--- config.mk ---
export PLATFORM = sky130hd
export DESIGN_NAME = fwd_top
export DESIGN_NICKNAME = d
export VERILOG_FILES = /design/src/hdl/fwd_pkg.sv /design/src/hdl/fwd_top.sv
export SDC_FILE = /design/constraint.sdc
export NUM_CORES = 1
export LEC_CHECK = 0
export BUFFER_PORTS_ARGS = -buffer_cell sky130_fd_sc_hd__buf_2
export CAP_MARGIN = 30
export CORE_MARGIN = 1.5
export CORE_UTILIZATION = 25
export DETAILED_ROUTE_END_ITERATION = 8
export PLACE_DENSITY = 0.46
export SYNTH_ARGS = -nofsm -noshare
export SYNTH_HDL_FRONTEND = slang
export SYNTH_SLANG_ARGS = --single-unit
--- constraint.sdc ---
create_clock -name mclk -period 11.59 [get_ports mclk]
set_clock_uncertainty 0.2 [all_clocks]
set_input_delay 1.159 -clock mclk [delete_from_list [all_inputs] [get_ports mclk]]
set_output_delay 1.159 -clock mclk [all_outputs]
set_load 0.01 [all_outputs]
--- src/hdl/fwd_pkg.sv ---
package fwd_pkg;
    // Register byte offsets on the bus
    localparam logic [7:0] FWD_FEATURE_OFS    = 8'h00;
    localparam logic [7:0] FWD_CNT_LO_OFS     = 8'h04;
    localparam logic [7:0] FWD_CNT_HI_OFS     = 8'h08;
    localparam logic [7:0] FWD_POS_LO_OFS     = 8'h0c;
    localparam logic [7:0] FWD_POS_HI_OFS     = 8'h10;
    localparam logic [7:0] FWD_DRIVE_SEL_OFS  = 8'h14;
    localparam logic [7:0] FWD_COMMAND_OFS    = 8'h18;
    localparam logic [7:0] FWD_ERROR_OFS      = 8'h1c;
    localparam logic [7:0] FWD_STATUS_OFS     = 8'h20;
    localparam logic [7:0] FWD_DATA_OFS       = 8'h24;
    localparam logic [7:0] FWD_CTRL_OFS       = 8'h28;
    localparam logic [7:0] FWD_IMAGE_OFS      = 8'h2c;

    localparam logic [7:0] FWD_CMD_PIO        = 8'h92;
    localparam logic [7:0] FWD_CMD_DMA        = 8'h93;
    localparam logic [7:0] FWD_SEL_SEG_ACT    = 8'h03;
    localparam logic [7:0] FWD_SEL_ONE_ACT    = 8'h07;
    localparam logic [7:0] FWD_SEL_SEG_DEFER  = 8'h0e;
    localparam logic [7:0] FWD_SEL_ACT_DEFER  = 8'h0f;

    localparam int FWD_ST_BUSY_BIT  = 7;
    localparam int FWD_ST_READY_BIT = 6;
    localparam int FWD_ST_SEEK_BIT  = 4;
    localparam int FWD_ST_XFER_BIT  = 3;
    localparam int FWD_ST_FAIL_BIT  = 0;
    localparam int FWD_ER_UNC_BIT   = 6;
    localparam int FWD_ER_ABT_BIT   = 2;
    localparam int FWD_CTRL_FINAL_BIT = 0;

    localparam logic [7:0] FWD_STATUS_RST = 8'h50;
    localparam logic [7:0] FWD_REG_RST    = 8'h00;

    // Count indicators left in the count register
    localparam logic [7:0] FWD_IND_MORE   = 8'h01;
    localparam logic [7:0] FWD_IND_SAVED  = 8'h02;

    // One transfer block is 2 to this power 32-bit words (512 bytes)
    localparam int FWD_BLOCK_SHIFT = 7;

    localparam logic [1:0] FWD_RESP_OKAY   = 2'b00;
    localparam logic [1:0] FWD_RESP_SLVERR = 2'b10;

    typedef enum logic [2:0] {
        FWD_IDLE     = 3'b000,
        FWD_XFER     = 3'b001,
        FWD_SEG_END  = 3'b010,
        FWD_VALIDATE = 3'b011,
        FWD_SAVE     = 3'b100
    } fwd_state_t;
endpackage

--- src/hdl/fwd_top.sv ---
// Overview of operation
// [RULE1] Command 92h starts a register-transfer firmware download.
// [RULE2] Command 93h is the same download, payload moved over the DMA stream.
// [RULE3] Selector 03h is segmented save-and-activate; 07h single-command.
// [RULE4] Selector 0Eh is segmented deferred save; 0Fh activates it; rest reserved.
// [RULE5] Count low register gives bits 7:0 of the block count.
// [RULE6] Count high register gives bits 15:8 of the block count.
// [RULE7] Segment position from position registers, used only with 03h.
// [RULE8] 03h: segments over commands; final one validated, saved, activated.
// [RULE9] After a zero-position segment, other commands may drop unsaved data.
// [RULE10] 07h: whole image in one command, no more segments expected.
// [RULE11] 07h: save, then activate, then report completion. Here activate and completion status come in the same cycle.
// [RULE12] 0Eh: final segment validated, saved as deferred, not activated.
// [RULE13] Deferred image activates at next power-on or on 0Fh.
// [RULE14] 0Fh activates deferred image saved earlier with 0Eh.
// [RULE15] Non-download commands leave unsaved and saved images untouched.
// [RULE16] Segmented completion may leave an indicator in the count register.
// [RULE17] End status: busy 0, ready 1, fault 0, seek 1, xfer 0, corr 0.
// [RULE18] Payload content is opaque; transfer never depends on it.
// [RULE19] Reserved selector or failed validation aborts with failure flag.
// [RULE20] Error register carries only aborted and uncorrectable bits.
//
// The AXI4-Lite interface to the registers and the register offsets are this design's own decisions.
`timescale 1ns/1ps
module fwd_top
    import fwd_pkg::*;
(
    input  wire logic        mclk,
    input  wire logic        rst_b,
    input  wire logic [7:0]  s_axi_awaddr,
    input  wire logic        s_axi_awvalid,
    output logic             s_axi_awready,
    input  wire logic [31:0] s_axi_wdata,
    input  wire logic [3:0]  s_axi_wstrb,
    input  wire logic        s_axi_wvalid,
    output logic             s_axi_wready,
    output logic [1:0]       s_axi_bresp,
    output logic             s_axi_bvalid,
    input  wire logic        s_axi_bready,
    input  wire logic [7:0]  s_axi_araddr,
    input  wire logic        s_axi_arvalid,
    output logic             s_axi_arready,
    output logic [31:0]      s_axi_rdata,
    output logic [1:0]       s_axi_rresp,
    output logic             s_axi_rvalid,
    input  wire logic        s_axi_rready,
    input  wire logic [31:0] dma_data,
    input  wire logic        dma_valid,
    output logic             dma_ready,
    output logic             img_wr_valid,
    output logic [23:0]      img_wr_addr,
    output logic [31:0]      img_wr_data,
    output logic             check_start,
    input  wire logic        check_done,
    input  wire logic        check_ok,
    output logic             save_start,
    output logic             save_deferred,
    input  wire logic        save_done,
    input  wire logic        save_ok,
    output logic             activate,
    output logic             activate_deferred,
    output logic             discard_unsaved,
    output logic             other_command,
    output logic [7:0]       other_code,
    input  wire logic        deferred_stored
);
    typedef struct packed {
        fwd_state_t  state;
        logic        awready;
        logic        wready;
        logic        arready;
        logic        bvalid;
        logic [1:0]  bresp;
        logic        rvalid;
        logic [1:0]  rresp;
        logic [31:0] rdata;
        logic        aw_got;
        logic [7:0]  aw_addr;
        logic        w_got;
        logic [31:0] w_data;
        logic [3:0]  w_strb;
        logic [7:0]  feature;
        logic [7:0]  cnt_lo;
        logic [7:0]  cnt_hi;
        logic [7:0]  pos_lo;
        logic [7:0]  pos_hi;
        logic [7:0]  drive_sel;
        logic [7:0]  command;
        logic [7:0]  err;
        logic [7:0]  status;
        logic [7:0]  ctrl;
        logic [7:0]  subcmd;
        logic        use_dma;
        logic [23:0] words_left;
        logic [23:0] wptr;
        logic        unsaved;
        logic        zero_seg;
        logic        deferred;
        logic        boot;
        logic        img_wr_valid;
        logic [23:0] img_wr_addr;
        logic [31:0] img_wr_data;
        logic        dma_ready;
        logic        check_start;
        logic        save_start;
        logic        save_deferred;
        logic        activate;
        logic        activate_deferred;
        logic        discard;
        logic        other_cmd;
        logic [7:0]  other_code;
    } fwd_regs_t;
    localparam fwd_regs_t FWD_REGS_RST = '{
        state: FWD_IDLE, status: FWD_STATUS_RST, boot: 1'b1,
        awready: 1'b1, wready: 1'b1, arready: 1'b1,
        default: '0
    };
    logic [1:0] rst_sync;
    logic       rst_int_b;
    fwd_regs_t  r;
    fwd_regs_t  next_r;
    always_ff @(posedge mclk or negedge rst_b) begin
        if (!rst_b) begin
            rst_sync <= 2'b00;
        end else begin
            rst_sync <= {rst_sync[0], 1'b1};
        end
    end
    assign rst_int_b = rst_sync[1];
    always_comb begin
        logic        do_write;
        logic        word_in;
        logic [31:0] word;
        logic [15:0] count16;
        do_write  = 1'b0;
        word_in   = 1'b0;
        word      = '0;
        count16   = {r.cnt_hi, r.cnt_lo};
        next_r = r;
        next_r.img_wr_valid      = 1'b0;
        next_r.check_start       = 1'b0;
        next_r.save_start        = 1'b0;
        next_r.activate          = 1'b0;
        next_r.activate_deferred = 1'b0;
        next_r.discard           = 1'b0;
        next_r.other_cmd         = 1'b0;
        next_r.boot              = 1'b0;
        // [RULE13] power-on activation
        if (r.boot && deferred_stored) begin
            next_r.activate          = 1'b1;
            next_r.activate_deferred = 1'b1;
        end
        if (s_axi_awvalid && r.awready) begin
            next_r.aw_got  = 1'b1;
            next_r.aw_addr = s_axi_awaddr;
        end
        if (s_axi_wvalid && r.wready) begin
            next_r.w_got  = 1'b1;
            next_r.w_data = s_axi_wdata;
            next_r.w_strb = s_axi_wstrb;
        end
        if (r.bvalid && s_axi_bready) next_r.bvalid = 1'b0;
        if (r.aw_got && r.w_got && !r.bvalid) begin
            do_write       = 1'b1;
            next_r.aw_got  = 1'b0;
            next_r.w_got   = 1'b0;
            next_r.bvalid  = 1'b1;
            next_r.bresp   = FWD_RESP_OKAY;
        end
        next_r.awready = !next_r.aw_got && !next_r.bvalid;
        next_r.wready  = !next_r.w_got && !next_r.bvalid;
        if (do_write) begin
            if (r.aw_addr == FWD_FEATURE_OFS) begin
                if (r.w_strb[0]) next_r.feature = r.w_data[7:0];
            end else if (r.aw_addr == FWD_CNT_LO_OFS) begin
                if (r.w_strb[0]) next_r.cnt_lo = r.w_data[7:0];
            end else if (r.aw_addr == FWD_CNT_HI_OFS) begin
                if (r.w_strb[0]) next_r.cnt_hi = r.w_data[7:0];
            end else if (r.aw_addr == FWD_POS_LO_OFS) begin
                if (r.w_strb[0]) next_r.pos_lo = r.w_data[7:0];
            end else if (r.aw_addr == FWD_POS_HI_OFS) begin
                if (r.w_strb[0]) next_r.pos_hi = r.w_data[7:0];
            end else if (r.aw_addr == FWD_DRIVE_SEL_OFS) begin
                if (r.w_strb[0]) next_r.drive_sel = r.w_data[7:0];
            end else if (r.aw_addr == FWD_CTRL_OFS) begin
                if (r.w_strb[0]) next_r.ctrl = r.w_data[7:0];
            end else if (r.aw_addr == FWD_COMMAND_OFS) begin
                if (r.w_strb[0]) next_r.command = r.w_data[7:0];
            end else if (r.aw_addr == FWD_DATA_OFS) begin
                // [RULE18] opaque payload word
                word_in = r.state == FWD_XFER && !r.use_dma;
                word    = r.w_data;
            end else if (r.aw_addr == FWD_ERROR_OFS ||
                         r.aw_addr == FWD_STATUS_OFS ||
                         r.aw_addr == FWD_IMAGE_OFS) begin
            end else begin
                next_r.bresp = FWD_RESP_SLVERR;
            end
        end
        if (r.rvalid && s_axi_rready) next_r.rvalid = 1'b0;
        if (s_axi_arvalid && r.arready) begin
            next_r.rvalid = 1'b1;
            next_r.rresp  = FWD_RESP_OKAY;
            next_r.rdata  = '0;
            if (s_axi_araddr == FWD_FEATURE_OFS) begin
                next_r.rdata[7:0] = r.feature;
            end else if (s_axi_araddr == FWD_CNT_LO_OFS) begin
                next_r.rdata[7:0] = r.cnt_lo;
            end else if (s_axi_araddr == FWD_CNT_HI_OFS) begin
                next_r.rdata[7:0] = r.cnt_hi;
            end else if (s_axi_araddr == FWD_POS_LO_OFS) begin
                next_r.rdata[7:0] = r.pos_lo;
            end else if (s_axi_araddr == FWD_POS_HI_OFS) begin
                next_r.rdata[7:0] = r.pos_hi;
            end else if (s_axi_araddr == FWD_DRIVE_SEL_OFS) begin
                next_r.rdata[7:0] = r.drive_sel;
            end else if (s_axi_araddr == FWD_COMMAND_OFS) begin
                next_r.rdata[7:0] = r.command;
            end else if (s_axi_araddr == FWD_ERROR_OFS) begin
                next_r.rdata[7:0] = r.err;
            end else if (s_axi_araddr == FWD_STATUS_OFS) begin
                next_r.rdata[7:0] = r.status;
            end else if (s_axi_araddr == FWD_DATA_OFS) begin
            end else if (s_axi_araddr == FWD_CTRL_OFS) begin
                next_r.rdata[7:0] = r.ctrl;
            end else if (s_axi_araddr == FWD_IMAGE_OFS) begin
                next_r.rdata[2:0] = {r.zero_seg, r.unsaved, r.deferred};
            end else begin
                next_r.rresp = FWD_RESP_SLVERR;
            end
        end
        next_r.arready = !next_r.rvalid;
        // DMA payload path, stalls the source whenever not in transfer
        if (r.dma_ready && dma_valid) begin
            word_in = 1'b1;
            word    = dma_data;
        end
        case (r.state)
            FWD_IDLE: begin
                if (do_write && r.aw_addr == FWD_COMMAND_OFS &&
                    r.w_strb[0]) begin
                    next_r.err    = '0;
                    next_r.status = FWD_STATUS_RST;
                    // [RULE1] [RULE2] command decode
                    if (r.w_data[7:0] == FWD_CMD_PIO ||
                        r.w_data[7:0] == FWD_CMD_DMA) begin
                        next_r.use_dma = r.w_data[7:0] == FWD_CMD_DMA;
                        next_r.subcmd  = r.feature;
                        // [RULE5] [RULE6] block count assembly
                        next_r.words_left = 24'(count16) << FWD_BLOCK_SHIFT;
                        // [RULE3] segmented and single selectors
                        if (r.feature == FWD_SEL_SEG_ACT) begin
                            // [RULE7] position only here
                            next_r.wptr = 24'({r.pos_hi, r.pos_lo})
                                << FWD_BLOCK_SHIFT;
                            next_r.zero_seg = {r.pos_hi, r.pos_lo} == 16'h0000;
                            next_r.unsaved = 1'b1;
                            next_r.state   = FWD_XFER;
                        end else if (r.feature == FWD_SEL_ONE_ACT) begin
                            // [RULE10] whole image from word zero
                            next_r.wptr    = '0;
                            next_r.unsaved = 1'b1;
                            next_r.state   = FWD_XFER;
                        end else if (r.feature == FWD_SEL_SEG_DEFER) begin
                            // [RULE4] deferred segments append in order
                            if (!r.unsaved) next_r.wptr = '0;
                            next_r.unsaved = 1'b1;
                            next_r.state   = FWD_XFER;
                        end else if (r.feature == FWD_SEL_ACT_DEFER &&
                                     r.deferred) begin
                            // [RULE14] [RULE13] activate on request
                            next_r.activate          = 1'b1;
                            next_r.activate_deferred = 1'b1;
                            next_r.deferred          = 1'b0;
                        end else begin
                            // [RULE19] reserved selector aborts
                            next_r.err[FWD_ER_ABT_BIT]    = 1'b1;
                            next_r.status[FWD_ST_FAIL_BIT] = 1'b1;
                        end
                        if (next_r.state == FWD_XFER) begin
                            next_r.status[FWD_ST_XFER_BIT] = 1'b1;
                            if (count16 == 16'h0000) begin
                                next_r.state  = FWD_SEG_END;
                                next_r.status = 8'(1 << FWD_ST_BUSY_BIT);
                            end
                        end
                    end else begin
                        // [RULE15] images untouched by others
                        next_r.other_cmd  = 1'b1;
                        next_r.other_code = r.w_data[7:0];
                        // [RULE9] drop unsaved after zero segment
                        if (r.unsaved && r.zero_seg) begin
                            next_r.discard  = 1'b1;
                            next_r.unsaved  = 1'b0;
                            next_r.zero_seg = 1'b0;
                        end
                    end
                end
            end
            FWD_XFER: begin
                // [RULE18] words counted, never inspected
                if (word_in) begin
                    next_r.img_wr_valid = 1'b1;
                    next_r.img_wr_addr  = r.wptr;
                    next_r.img_wr_data  = word;
                    next_r.wptr         = r.wptr + 24'h000001;
                    next_r.words_left   = r.words_left - 24'h000001;
                    if (r.words_left == 24'h000001) begin
                        next_r.state  = FWD_SEG_END;
                        next_r.status = 8'(1 << FWD_ST_BUSY_BIT);
                    end
                end
            end
            FWD_SEG_END: begin
                // [RULE8] [RULE12] final segment goes to check
                if (r.subcmd == FWD_SEL_ONE_ACT ||
                    r.ctrl[FWD_CTRL_FINAL_BIT]) begin
                    next_r.check_start = 1'b1;
                    next_r.state       = FWD_VALIDATE;
                end else begin
                    // [RULE16] more segments expected
                    next_r.cnt_lo = FWD_IND_MORE;
                    next_r.status = FWD_STATUS_RST;
                    next_r.state  = FWD_IDLE;
                end
            end
            FWD_VALIDATE: begin
                if (check_done) begin
                    if (check_ok) begin
                        next_r.save_start    = 1'b1;
                        next_r.save_deferred = r.subcmd == FWD_SEL_SEG_DEFER;
                        next_r.state         = FWD_SAVE;
                    end else begin
                        // [RULE19] validation failure aborts
                        next_r.err[FWD_ER_ABT_BIT] = 1'b1;
                        next_r.status = FWD_STATUS_RST;
                        next_r.status[FWD_ST_FAIL_BIT] = 1'b1;
                        next_r.unsaved  = 1'b0;
                        next_r.zero_seg = 1'b0;
                        next_r.state    = FWD_IDLE;
                    end
                end
            end
            FWD_SAVE: begin
                if (save_done) begin
                    // [RULE17] end status
                    next_r.status   = FWD_STATUS_RST;
                    next_r.unsaved  = 1'b0;
                    next_r.zero_seg = 1'b0;
                    next_r.state    = FWD_IDLE;
                    if (!save_ok) begin
                        // [RULE20] save failure is uncorrectable
                        next_r.err[FWD_ER_UNC_BIT] = 1'b1;
                        next_r.status[FWD_ST_FAIL_BIT] = 1'b1;
                    end else if (r.subcmd == FWD_SEL_SEG_DEFER) begin
                        // [RULE12] kept but not activated
                        next_r.deferred = 1'b1;
                        next_r.cnt_lo   = FWD_IND_SAVED;
                    end else begin
                        // [RULE11] activate after save, completion status set in the same cycle
                        next_r.activate = 1'b1;
                        if (r.subcmd == FWD_SEL_SEG_ACT) begin
                            next_r.cnt_lo = FWD_IND_SAVED;
                        end
                    end
                end
            end
            default: next_r.state = FWD_IDLE;
        endcase
        next_r.dma_ready = next_r.state == FWD_XFER && next_r.use_dma;
    end
    always_ff @(posedge mclk or negedge rst_int_b) begin
        if (!rst_int_b) begin
            r <= FWD_REGS_RST;
        end else begin
            r <= next_r;
        end
    end
    assign s_axi_awready     = r.awready;
    assign s_axi_wready      = r.wready;
    assign s_axi_bresp       = r.bresp;
    assign s_axi_bvalid      = r.bvalid;
    assign s_axi_arready     = r.arready;
    assign s_axi_rdata       = r.rdata;
    assign s_axi_rresp       = r.rresp;
    assign s_axi_rvalid      = r.rvalid;
    assign dma_ready         = r.dma_ready;
    assign img_wr_valid      = r.img_wr_valid;
    assign img_wr_addr       = r.img_wr_addr;
    assign img_wr_data       = r.img_wr_data;
    assign check_start       = r.check_start;
    assign save_start        = r.save_start;
    assign save_deferred     = r.save_deferred;
    assign activate          = r.activate;
    assign activate_deferred = r.activate_deferred;
    assign discard_unsaved   = r.discard;
    assign other_command     = r.other_cmd;
    assign other_code        = r.other_code;
endmodule

==> results.md, run 1 <==
- Status: finished clean
- Final hold vios: 0
- Worst path cell trace: nor4b_2, nand4_1, nand3_1, nand3_1, o21ai_0, o21ai_0
- Most frequent cell after synthesis: dfrtp_1
- NumNets Final: 1555
- Async S/R FF share, synth: 100%
- Gr usage total: 15.1%
- Actual slew at the worst max-slew pin: 1.01 ns
- Core Util, Final: 29.5%
- CP max stage delay: 0.88 ns
- Pwr Density: 178 nW/um^2
- Synth Area per Inst: 9.89 sq um
- Clock Pin Slew Worst Setup and Hold Paths: 0.06 ns
- Finished Layout Cells: 2166
- Dpl cell area: 14600 sq um
- DIE HEIGHT: 235 um
- Post-cts sizing count: 0
- Final Setup Violations: 0
- Mapped cell area: 13500 sq um
- Routed vias/inst: 4.91
- Wire per inst: 19.6 um
- Fin Setup TNS: 0 ns
- Cell family with most CP delay: simple AND/OR/NAND/NOR gates
- Achievable Freq: 0.234 GHz
- Clk buf depth: 3
- Placed cells: 2111
- Synth cell types: 72
- CP Buf/Inv Count: 0
- Design Area, Final: 15600 sq um
- Antenna cells: 0
- Rows: 84
- DRC errors left: 0
- Commonest cells in the netlist: dfrtp_1 (263), nand2_1 (167), nor2_1 (134)
- Min Clock Period, post-route: 4.28 ns
- Dominant cell type by area after synthesis: dfrtp_1
- Initial Util: 25.5%
- DP HPWL: 30.3 mm
- CTS Hold Bufs: 0
- Setup Fix Bufs, Post-CTS: 0
- Sequential-to-total area share from yosys stat: 49.8%
- Psw: 862 uW
- Vias in the first global route: 10.4k
- Pre-CTS WS: 7.42 ns
- Sinks on Clock Net: 268
- Area share of the largest cell type after synthesis: 48.8%
- Worst EP required: 11.81 ns
- Number of synthesized flops with an enable pin: 0
- P_leak: 0.00733 uW
- Area contributors post-synth: dfrtp_1 (49%), mux2_2 (8.9%), buf_4 (5.6%)
- Initial antenna violation count: 2
- IO Port Bufs: 182
- First-pass GRT wire length: 66.2 mm
- Chip Width: 235 um
- Final ANT Viol Nets: 0
- DR pass1 iterations: 5
- Comb power frac: 18.7%
- Critical Path Fanout Max: 29
- Peak supply drop: 0.133 mV
- Maxcap violations: 0
- Slew Viols, Final: 0
- TritonCTS clock tree: built
- Total number of yosys warnings: 0
- DR vias: 10.6k
- Arrival time worst endpoint: 4.49 ns
- Routed WL: 42.5 mm
- RSZ-0062 raised after global routing: no
- P&R area growth vs syn: 15.9%
- Critical path class: flip-flop to flip-flop
- Clock network power share: 35.7%
- Initial DRC count: 681
- Final setup margin: 7.31 ns
- Sw Ratio: 31.1%
- Pin count of the biggest net entering global routing: 71
- H-Tree Depth: 1
- Cell Int Power: 1910 uW
- Multi-input logic area: 5780 sq um
- Synth Register Bits: 268
- Final Cycle Share: 36.9%
- CP startpoint kind: flip-flop
- Main synth FF type: dfrtp_1
- Slowest CP cell: nor4b_2
- HP Class: flip-flop to asynchronous set/reset pin
- Placer congestion estimate: 0.857
- Layout cells sized above 1: 26.9%
- Fillers: 5586
- Die ar.: 55300 sq um
- Gr ovfl total: 0
- Worst slew margin: 31.9%
- Number of I/O pins: 211
- Flop pwr share: 45.6%
- CTS Buf Count: 29
- Clk_lat worst skew: 0.58 ns
- Register area: 6720 sq um
- Cell count after synthesis: 1363
- Root Buffer: clkbuf_16
- Core Area: 53000 sq um
- CP Capture Type: flip-flop
## final timing paths
check                                 start          end  slack, ns  cells after the start
worst max-delay path                 r[252]        r[93]       7.31                      6
worst min register to register  rst_sync[1]       r[241]       0.14                      0
worst min-delay path            rst_sync[1]       r[241]       0.14                      0
min in group mclk               rst_sync[0]  rst_sync[1]       0.15                      0
worst max register to register       r[252]        r[93]       7.31                      6
max in group asynchronous       rst_sync[1]        r[73]       9.26                      4
## routing by layer
metal | vias up | wire length, um | GRT usage [%]
met5 | - | 8 | 0
met4 | 2 | 876 | 3.44
met3 | 61 | 2320 | 2.53
met2 | 299 | 20200 | 24.8
met1 | 5326 | 19000 | 20.6
li1 | 4944 | - | -
## registers in the layout (all words and copies together) (netlist names), 2 cells and up, named ones only
signal	flops
s_axi_rdata	8
r	177
img_wr_data	32
img_wr_addr	24
rst_sync	2
other_code	8
## layout by cell type (no fill, tap or decap), types with 7 or more instances in the layout
| cell type | count |
|---|---|
| nor2b_1 | 7 |
| o211ai_1 | 11 |
| clkinv_2 | 8 |
| nand2_1 | 167 |
| clkbuf_8 | 10 |
| nor2_1 | 133 |
| clkbuf_16 | 29 |
| nor4_1 | 18 |
| a31oi_1 | 17 |
| or3_1 | 8 |
| buf_2 | 182 |
| nand4_1 | 14 |
| inv_1 | 23 |
| nor3_1 | 25 |
| and2_1 | 8 |
| mux2_2 | 106 |
| mux2i_1 | 11 |
| and3_1 | 13 |
| buf_4 | 23 |
| conb_1 | 27 |
| nand3_1 | 36 |
| dfrtp_1 | 262 |
| a221oi_1 | 33 |
| o21ai_0 | 75 |
| a21oi_1 | 65 |
| a32oi_1 | 11 |
| xor2_1 | 9 |
## stage by stage
step	power [uW]	hold slack (ns)
2_1_floorplan	1600	0.131
5_1_grt	2910	0.133
3_5_place_dp	1800	0.137
6_report	2770	0.142
3_3_place_gp	1790	0.138
4_1_cts	2800	0.123
## power by group through the flow
stage	Clock [uW]	Sequential [uW]	Combinational [uW]
after floorplan	0	1220	378
after global placement	0	1270	513
after detailed placement	0	1280	523
after CTS	1020	1260	525
after global routing	1050	1280	573
final	990	1260	520
## layout make-up
class,count,area share (%)
Sequential cell,268,43.0
Multi-Input combinational cell,924,37.0
Timing Repair Buffer,208,7.42
Clock buffer,42,5.60
Tap cell,688,5.51
Clock inverter,12,0.889
Inverter,24,0.577
## kinds of logic (layout without fill, tap and decap cells)
| logic type | count (synthesis) | after routing | synth area share, % |
|---|---|---|---|
| other cells | 2 | 27 | 0.0557 |
| compound gates | 283 | 283 | 13.9 |
| mux | 118 | 118 | 9.83 |
| simple gates | 483 | 483 | 17.2 |
| fa+ha+maj | 3 | 3 | 0.278 |
| flops | 268 | 268 | 49.8 |
| buf+inv | 196 | 286 | 8.37 |
| xor+xnor | 10 | 10 | 0.650 |
(Power assumes the default switching activity.)
==> run 2: changes to the inputs <==
==> constraint.sdc (replaced) <==
create_clock -name mclk -period 4.3 [get_ports mclk]
set_clock_uncertainty 0.2 [all_clocks]
set_input_delay 0.43 -clock mclk [delete_from_list [all_inputs] [get_ports mclk]]
set_output_delay 0.43 -clock mclk [all_outputs]
set_load 0.01 [all_outputs]
==> results.md, run 2 (synthesized netlist as in run 1, its figures left out) <==
- Status: finished clean
- Worst hold stages: 2
- IO Port Bufs: 182
- Multi-input logic area: 5770 sq um
- Most frequent cells in the layout: dfrtp_1 (262), buf_2 (182), nand2_1 (167)
- Core Area: 53000 sq um
- RSZ-0062 raised after global routing: no
- Worst EP required: 4.51 ns
- Fin Setup TNS: 0 ns
- Sinks on Clock Net: 268
- HP Class: input port to flip-flop
- Reg with most FFs: r
- Critical path class: flip-flop to flip-flop
- Post-cts sizing count: 0
- Final Cycle Share: 74.4%
- Critical path launch point: s_axi_bvalid
- Arrival time worst endpoint: 3.41 ns
- Final hold vios: 0
- Final Setup Violations: 0
- Peak supply drop: 0.365 mV
- Setup Fix Bufs, Post-CTS: 0
- Routed vias/inst: 4.85
- Pin count of the biggest net entering global routing: 85
- Chip Width: 235 um
- Critical Path Fanout Max: 21
- Final ANT Viol Nets: 0
- Reg-to-reg slack, setup: 1.10 ns
- Commonest non-fill, non-tap cell in the layout: dfrtp_1
- CP Capture Type: flip-flop
- Register area: 6720 sq um
- Initial DRC count: 726
- Die ar.: 55300 sq um
- Launching point of the worst reg2reg path: s_axi_bvalid
- Crit Reg-Reg Endpoint: r[110]
- CP startpoint kind: flip-flop
- Achievable Freq: 0.313 GHz
- Placer congestion estimate: 0.873
- CTS Buf Count: 30
- Root Buffer: clkbuf_16
- DR vias: 10.9k
- Actual slew at the worst max-slew pin: 0.967 ns
- Rows: 84
- First-pass GRT wire length: 67.4 mm
- P&R area growth vs syn: 21.4%
- Wire per inst: 19.0 um
- Slew Viols, Final: 0
- Clock Pin Slew Worst Setup and Hold Paths: 0.06 ns
- Layout cells sized above 1: 25.3%
- Min Clock Period, post-route: 3.20 ns
- Pwr Density: 448 nW/um^2
- Maxcap violations: 0
- Origin of the worst min-delay path: check_ok
- Fillers: 5607
- Clk buf depth: 3
- Worst slew margin: 35.0%
- Initial antenna violation count: 1
- Max reg flops: 177
- FF-to-FF path depth: 6
- Initial Util: 25.5%
- Clk_lat worst skew: 0.58 ns
- Routed WL: 42.9 mm
- DR pass1 iterations: 5
- Number of I/O pins: 211
- Gr usage total: 15.4%
- DIE HEIGHT: 235 um
- NumNets Final: 1643
- P_leak: 0.00764 uW
- DP HPWL: 30.2 mm
- H-Tree Depth: 1
- Core Util, Final: 30.9%
- Hold path endpoint: save_start
- Gr ovfl total: 0
- TritonCTS clock tree: built
- CTS Hold Bufs: 82
- DRC errors left: 0
- Vias in the first global route: 11.0k
[run 2: how the worst max path moves through the flow]
stage                                            end
after detailed placement                      r[120]
after floorplan           asynchronous set/reset pin
after CTS                                     r[110]
after global routing                          r[110]
final                                         r[110]
after global placement                        r[120]
[run 2: routing by layer]
layer,vias up,wire [um],share of wire (%),global-route usage (%)
li1,5119,-,-,-
met1,5381,19300,45,20.6
met2,355,19900,47,25.1
met3,76,2330,5.4,2.49
met4,0,1300,3.0,5.08
met5,-,0,0,0
[run 2: final cells by class]
type                            count  share of cell area (%)
Clock inverter                     11                   0.558
Inverter                           24                   0.550
Tap cell                          688                    5.26
Clock buffer                       42                    5.11
Multi-Input combinational cell    924                    35.3
Timing Repair Buffer              295                    12.2
Sequential cell                   268                    41.0
Antenna cell                        1                  0.0153
[run 2: where the power goes]
group          internal, uW  switching (uW)  total [uW]
Sequential             2950             453        3410
Clock                  1410            1050        2450
Combinational           677             796        1470
Total                  5040            2300        7330
[run 2: metrics by stage]
step / hold WS, ns / area (sq um) / worst slack (ns) / power, uW / instances
2_1_floorplan: -0.0656 / 13600 / 1.42 / 4300 / 1388
4_1_cts: 0.0117 / 16400 / 1.12 / 7410 / 2252
6_report: 0.0220 / 16400 / 1.10 / 7330 / 2253
3_5_place_dp: 0.0171 / 14600 / 1.12 / 4850 / 2117
5_1_grt: 0.0138 / 16400 / 0.856 / 7710 / 2253
3_3_place_gp: 0.0169 / 14600 / 1.17 / 4820 / 2117
[run 2: critical path, stage by stage (launching register included)]
cell	delay (ns)
dfrtp_1	0.41
and3b_1	0.44
nand4_1	0.42
nand3_1	0.57
nand2_1	0.56
o21ai_0	0.31
o21ai_0	0.11
==> run 3: changes to the inputs <==
==> constraint.sdc (replaced) <==
create_clock -name mclk -period 3.2 [get_ports mclk]
set_clock_uncertainty 0.2 [all_clocks]
set_input_delay 0.32 -clock mclk [delete_from_list [all_inputs] [get_ports mclk]]
set_output_delay 0.32 -clock mclk [all_outputs]
set_load 0.01 [all_outputs]
==> results.md, run 3 (synthesized netlist as in run 1, its figures left out) <==
- First-pass GRT wire length: 68.8 mm
- Multi-input logic area: 5770 sq um
- Gr usage total: 15.6%
- Fin Setup TNS: 0 ns
- Core Area: 53000 sq um
- Vias in the first global route: 11.3k
- DRC errors left: 0
- Initial antenna violation count: 1
- Gr ovfl total: 0
- Arrival time worst endpoint: 3.13 ns
- Achievable Freq: 0.347 GHz
- Root Buffer: clkbuf_16
- Final ANT Viol Nets: 0
- DIE HEIGHT: 235 um
- Layout cells sized above 1: 26.5%
- Commonest non-fill, non-tap cell in the layout: dfrtp_1
- Final hold vios: 0
- Register area: 6720 sq um
- Clock Pin Slew Worst Setup and Hold Paths: 0.06 ns
- CTS Buf Count: 29
- Pwr Density: 611 nW/um^2
- DR vias: 11.0k
- RSZ-0062 raised after global routing: no
- Worst slew margin: 50.6%
- Initial Util: 25.5%
- Min Clock Period, post-route: 2.88 ns
- Maxcap violations: 0
- Slew Viols, Final: 0
- Final Setup Violations: 0
- Actual slew at the worst max-slew pin: 0.741 ns
- TritonCTS clock tree: built
- Peak supply drop: 0.475 mV
- Critical path class: flip-flop to flip-flop
- Critical Path Fanout Max: 9
- NumNets Final: 1676
- Routed vias/inst: 4.82
- Placer congestion estimate: 0.866
- Rows: 84
- DP HPWL: 31.5 mm
- Pin count of the biggest net entering global routing: 56
- Die ar.: 55300 sq um
- Placed cells: 2144
- Routed WL: 43.6 mm
- Final Cycle Share: 90.0%
- Fillers: 5528
- Reg with most FFs: r
- Most frequent cells in the layout: dfrtp_1 (262), buf_2 (182), nand2_1 (167)
- Status: finished clean
- CP Capture Type: flip-flop
- Setup Fix Bufs, Post-CTS: 0
- Clk_lat worst skew: 0.57 ns
- P_leak: 0.00785 uW
- CP startpoint kind: flip-flop
- Max reg flops: 177
- Finished Layout Cells: 2288
- P&R area growth vs syn: 24.2%
- IO Port Bufs: 182
- DR pass1 iterations: 5
- H-Tree Depth: 1
- Chip Width: 235 um
- HP Class: input port to flip-flop
- Worst EP required: 3.45 ns
- Initial DRC count: 599
- Wire per inst: 19.1 um
- Clk buf depth: 3
- Number of I/O pins: 211
- Sinks on Clock Net: 268
[run 3: cell types whose count changed in the layout (fill, tap and decap cells not counted), sizes merged]
cell and delta:
buf +27, bufinv +4, clkbuf -1, clkinv -4, clkinvlp +1, dlygate4sd3 +7, inv +1
[run 3: where the power goes]
group	leakage (uW)	switching, uW	internal [uW]
Sequential	0.00354	581	3970
Combinational	0.00382	1130	978
Clock	0.000488	1430	2140
Total	0.00785	3140	7090
[run 3: worst max-delay path: stages, from the launching register on]
cell and delay (ns):
dfrtp_1 0.41, and3b_1 0.43, nand4_1 0.46, nand3_1 0.41, and3_1 0.30, and4_1 0.22, mux2_2 0.33
[run 3: path summary, 6_finish.rpt]
path,slack (ns),cells after the start,start,end
max,0.32,6,s_axi_bvalid,r[100]
min,0.06,3,s_axi_arvalid,s_axi_rvalid
max reg2reg,0.32,6,s_axi_bvalid,r[100]
min reg2reg,0.15,0,rst_sync[0],rst_sync[1]
max in group asynchronous,1.78,1,rst_sync[1],s_axi_arready
min in group asynchronous,0.20,0,rst_sync[1],r[230]
[run 3: final cells by class]
class                   count  share of cell area (%)
diodes                      1                  0.0149
clock buffers              41                    4.78
clock inverters            13                    1.17
inverters                  24                   0.538
multi-input cells         924                    34.5
flip-flops and latches    268                    40.1
well taps                 688                    5.14
repair buffers            329                    13.8
[run 3: stage by stage]
step / utilization [%] / area, sq um / hold WS, ns / setup WS, ns / total power, uW
after global routing: 31.6 / 16800 / 0.124 / 0.130 / 10700
after global placement: 28.1 / 14900 / -0.0929 / 0.398 / 6570
after CTS: 31.6 / 16700 / 0.0487 / 0.346 / 10300
after detailed placement: 28.1 / 14900 / -0.0899 / 0.343 / 6620
final: 31.6 / 16800 / 0.0624 / 0.319 / 10200
after floorplan: - / 13600 / -0.176 / 0.319 / 5780
[run 3: repair_timing]
| item | 4_1_cts | 5_1_grt |
|---|---|---|
| hold endpoints to repair | 91 | 0 |
| resized for setup | 0 | 0 |
| hold buffers | 89 | 0 |
[run 3: per-layer routing]
| metal | up-vias | track usage [%] | wire, um |
|---|---|---|---|
| li1 | 5174 | - | - |
| met1 | 5497 | 20.9 | 19800 |
| met2 | 277 | 25.9 | 20600 |
| met3 | 76 | 2.15 | 1900 |
| met4 | 0 | 4.95 | 1310 |
| met5 | - | 0 | 0 |
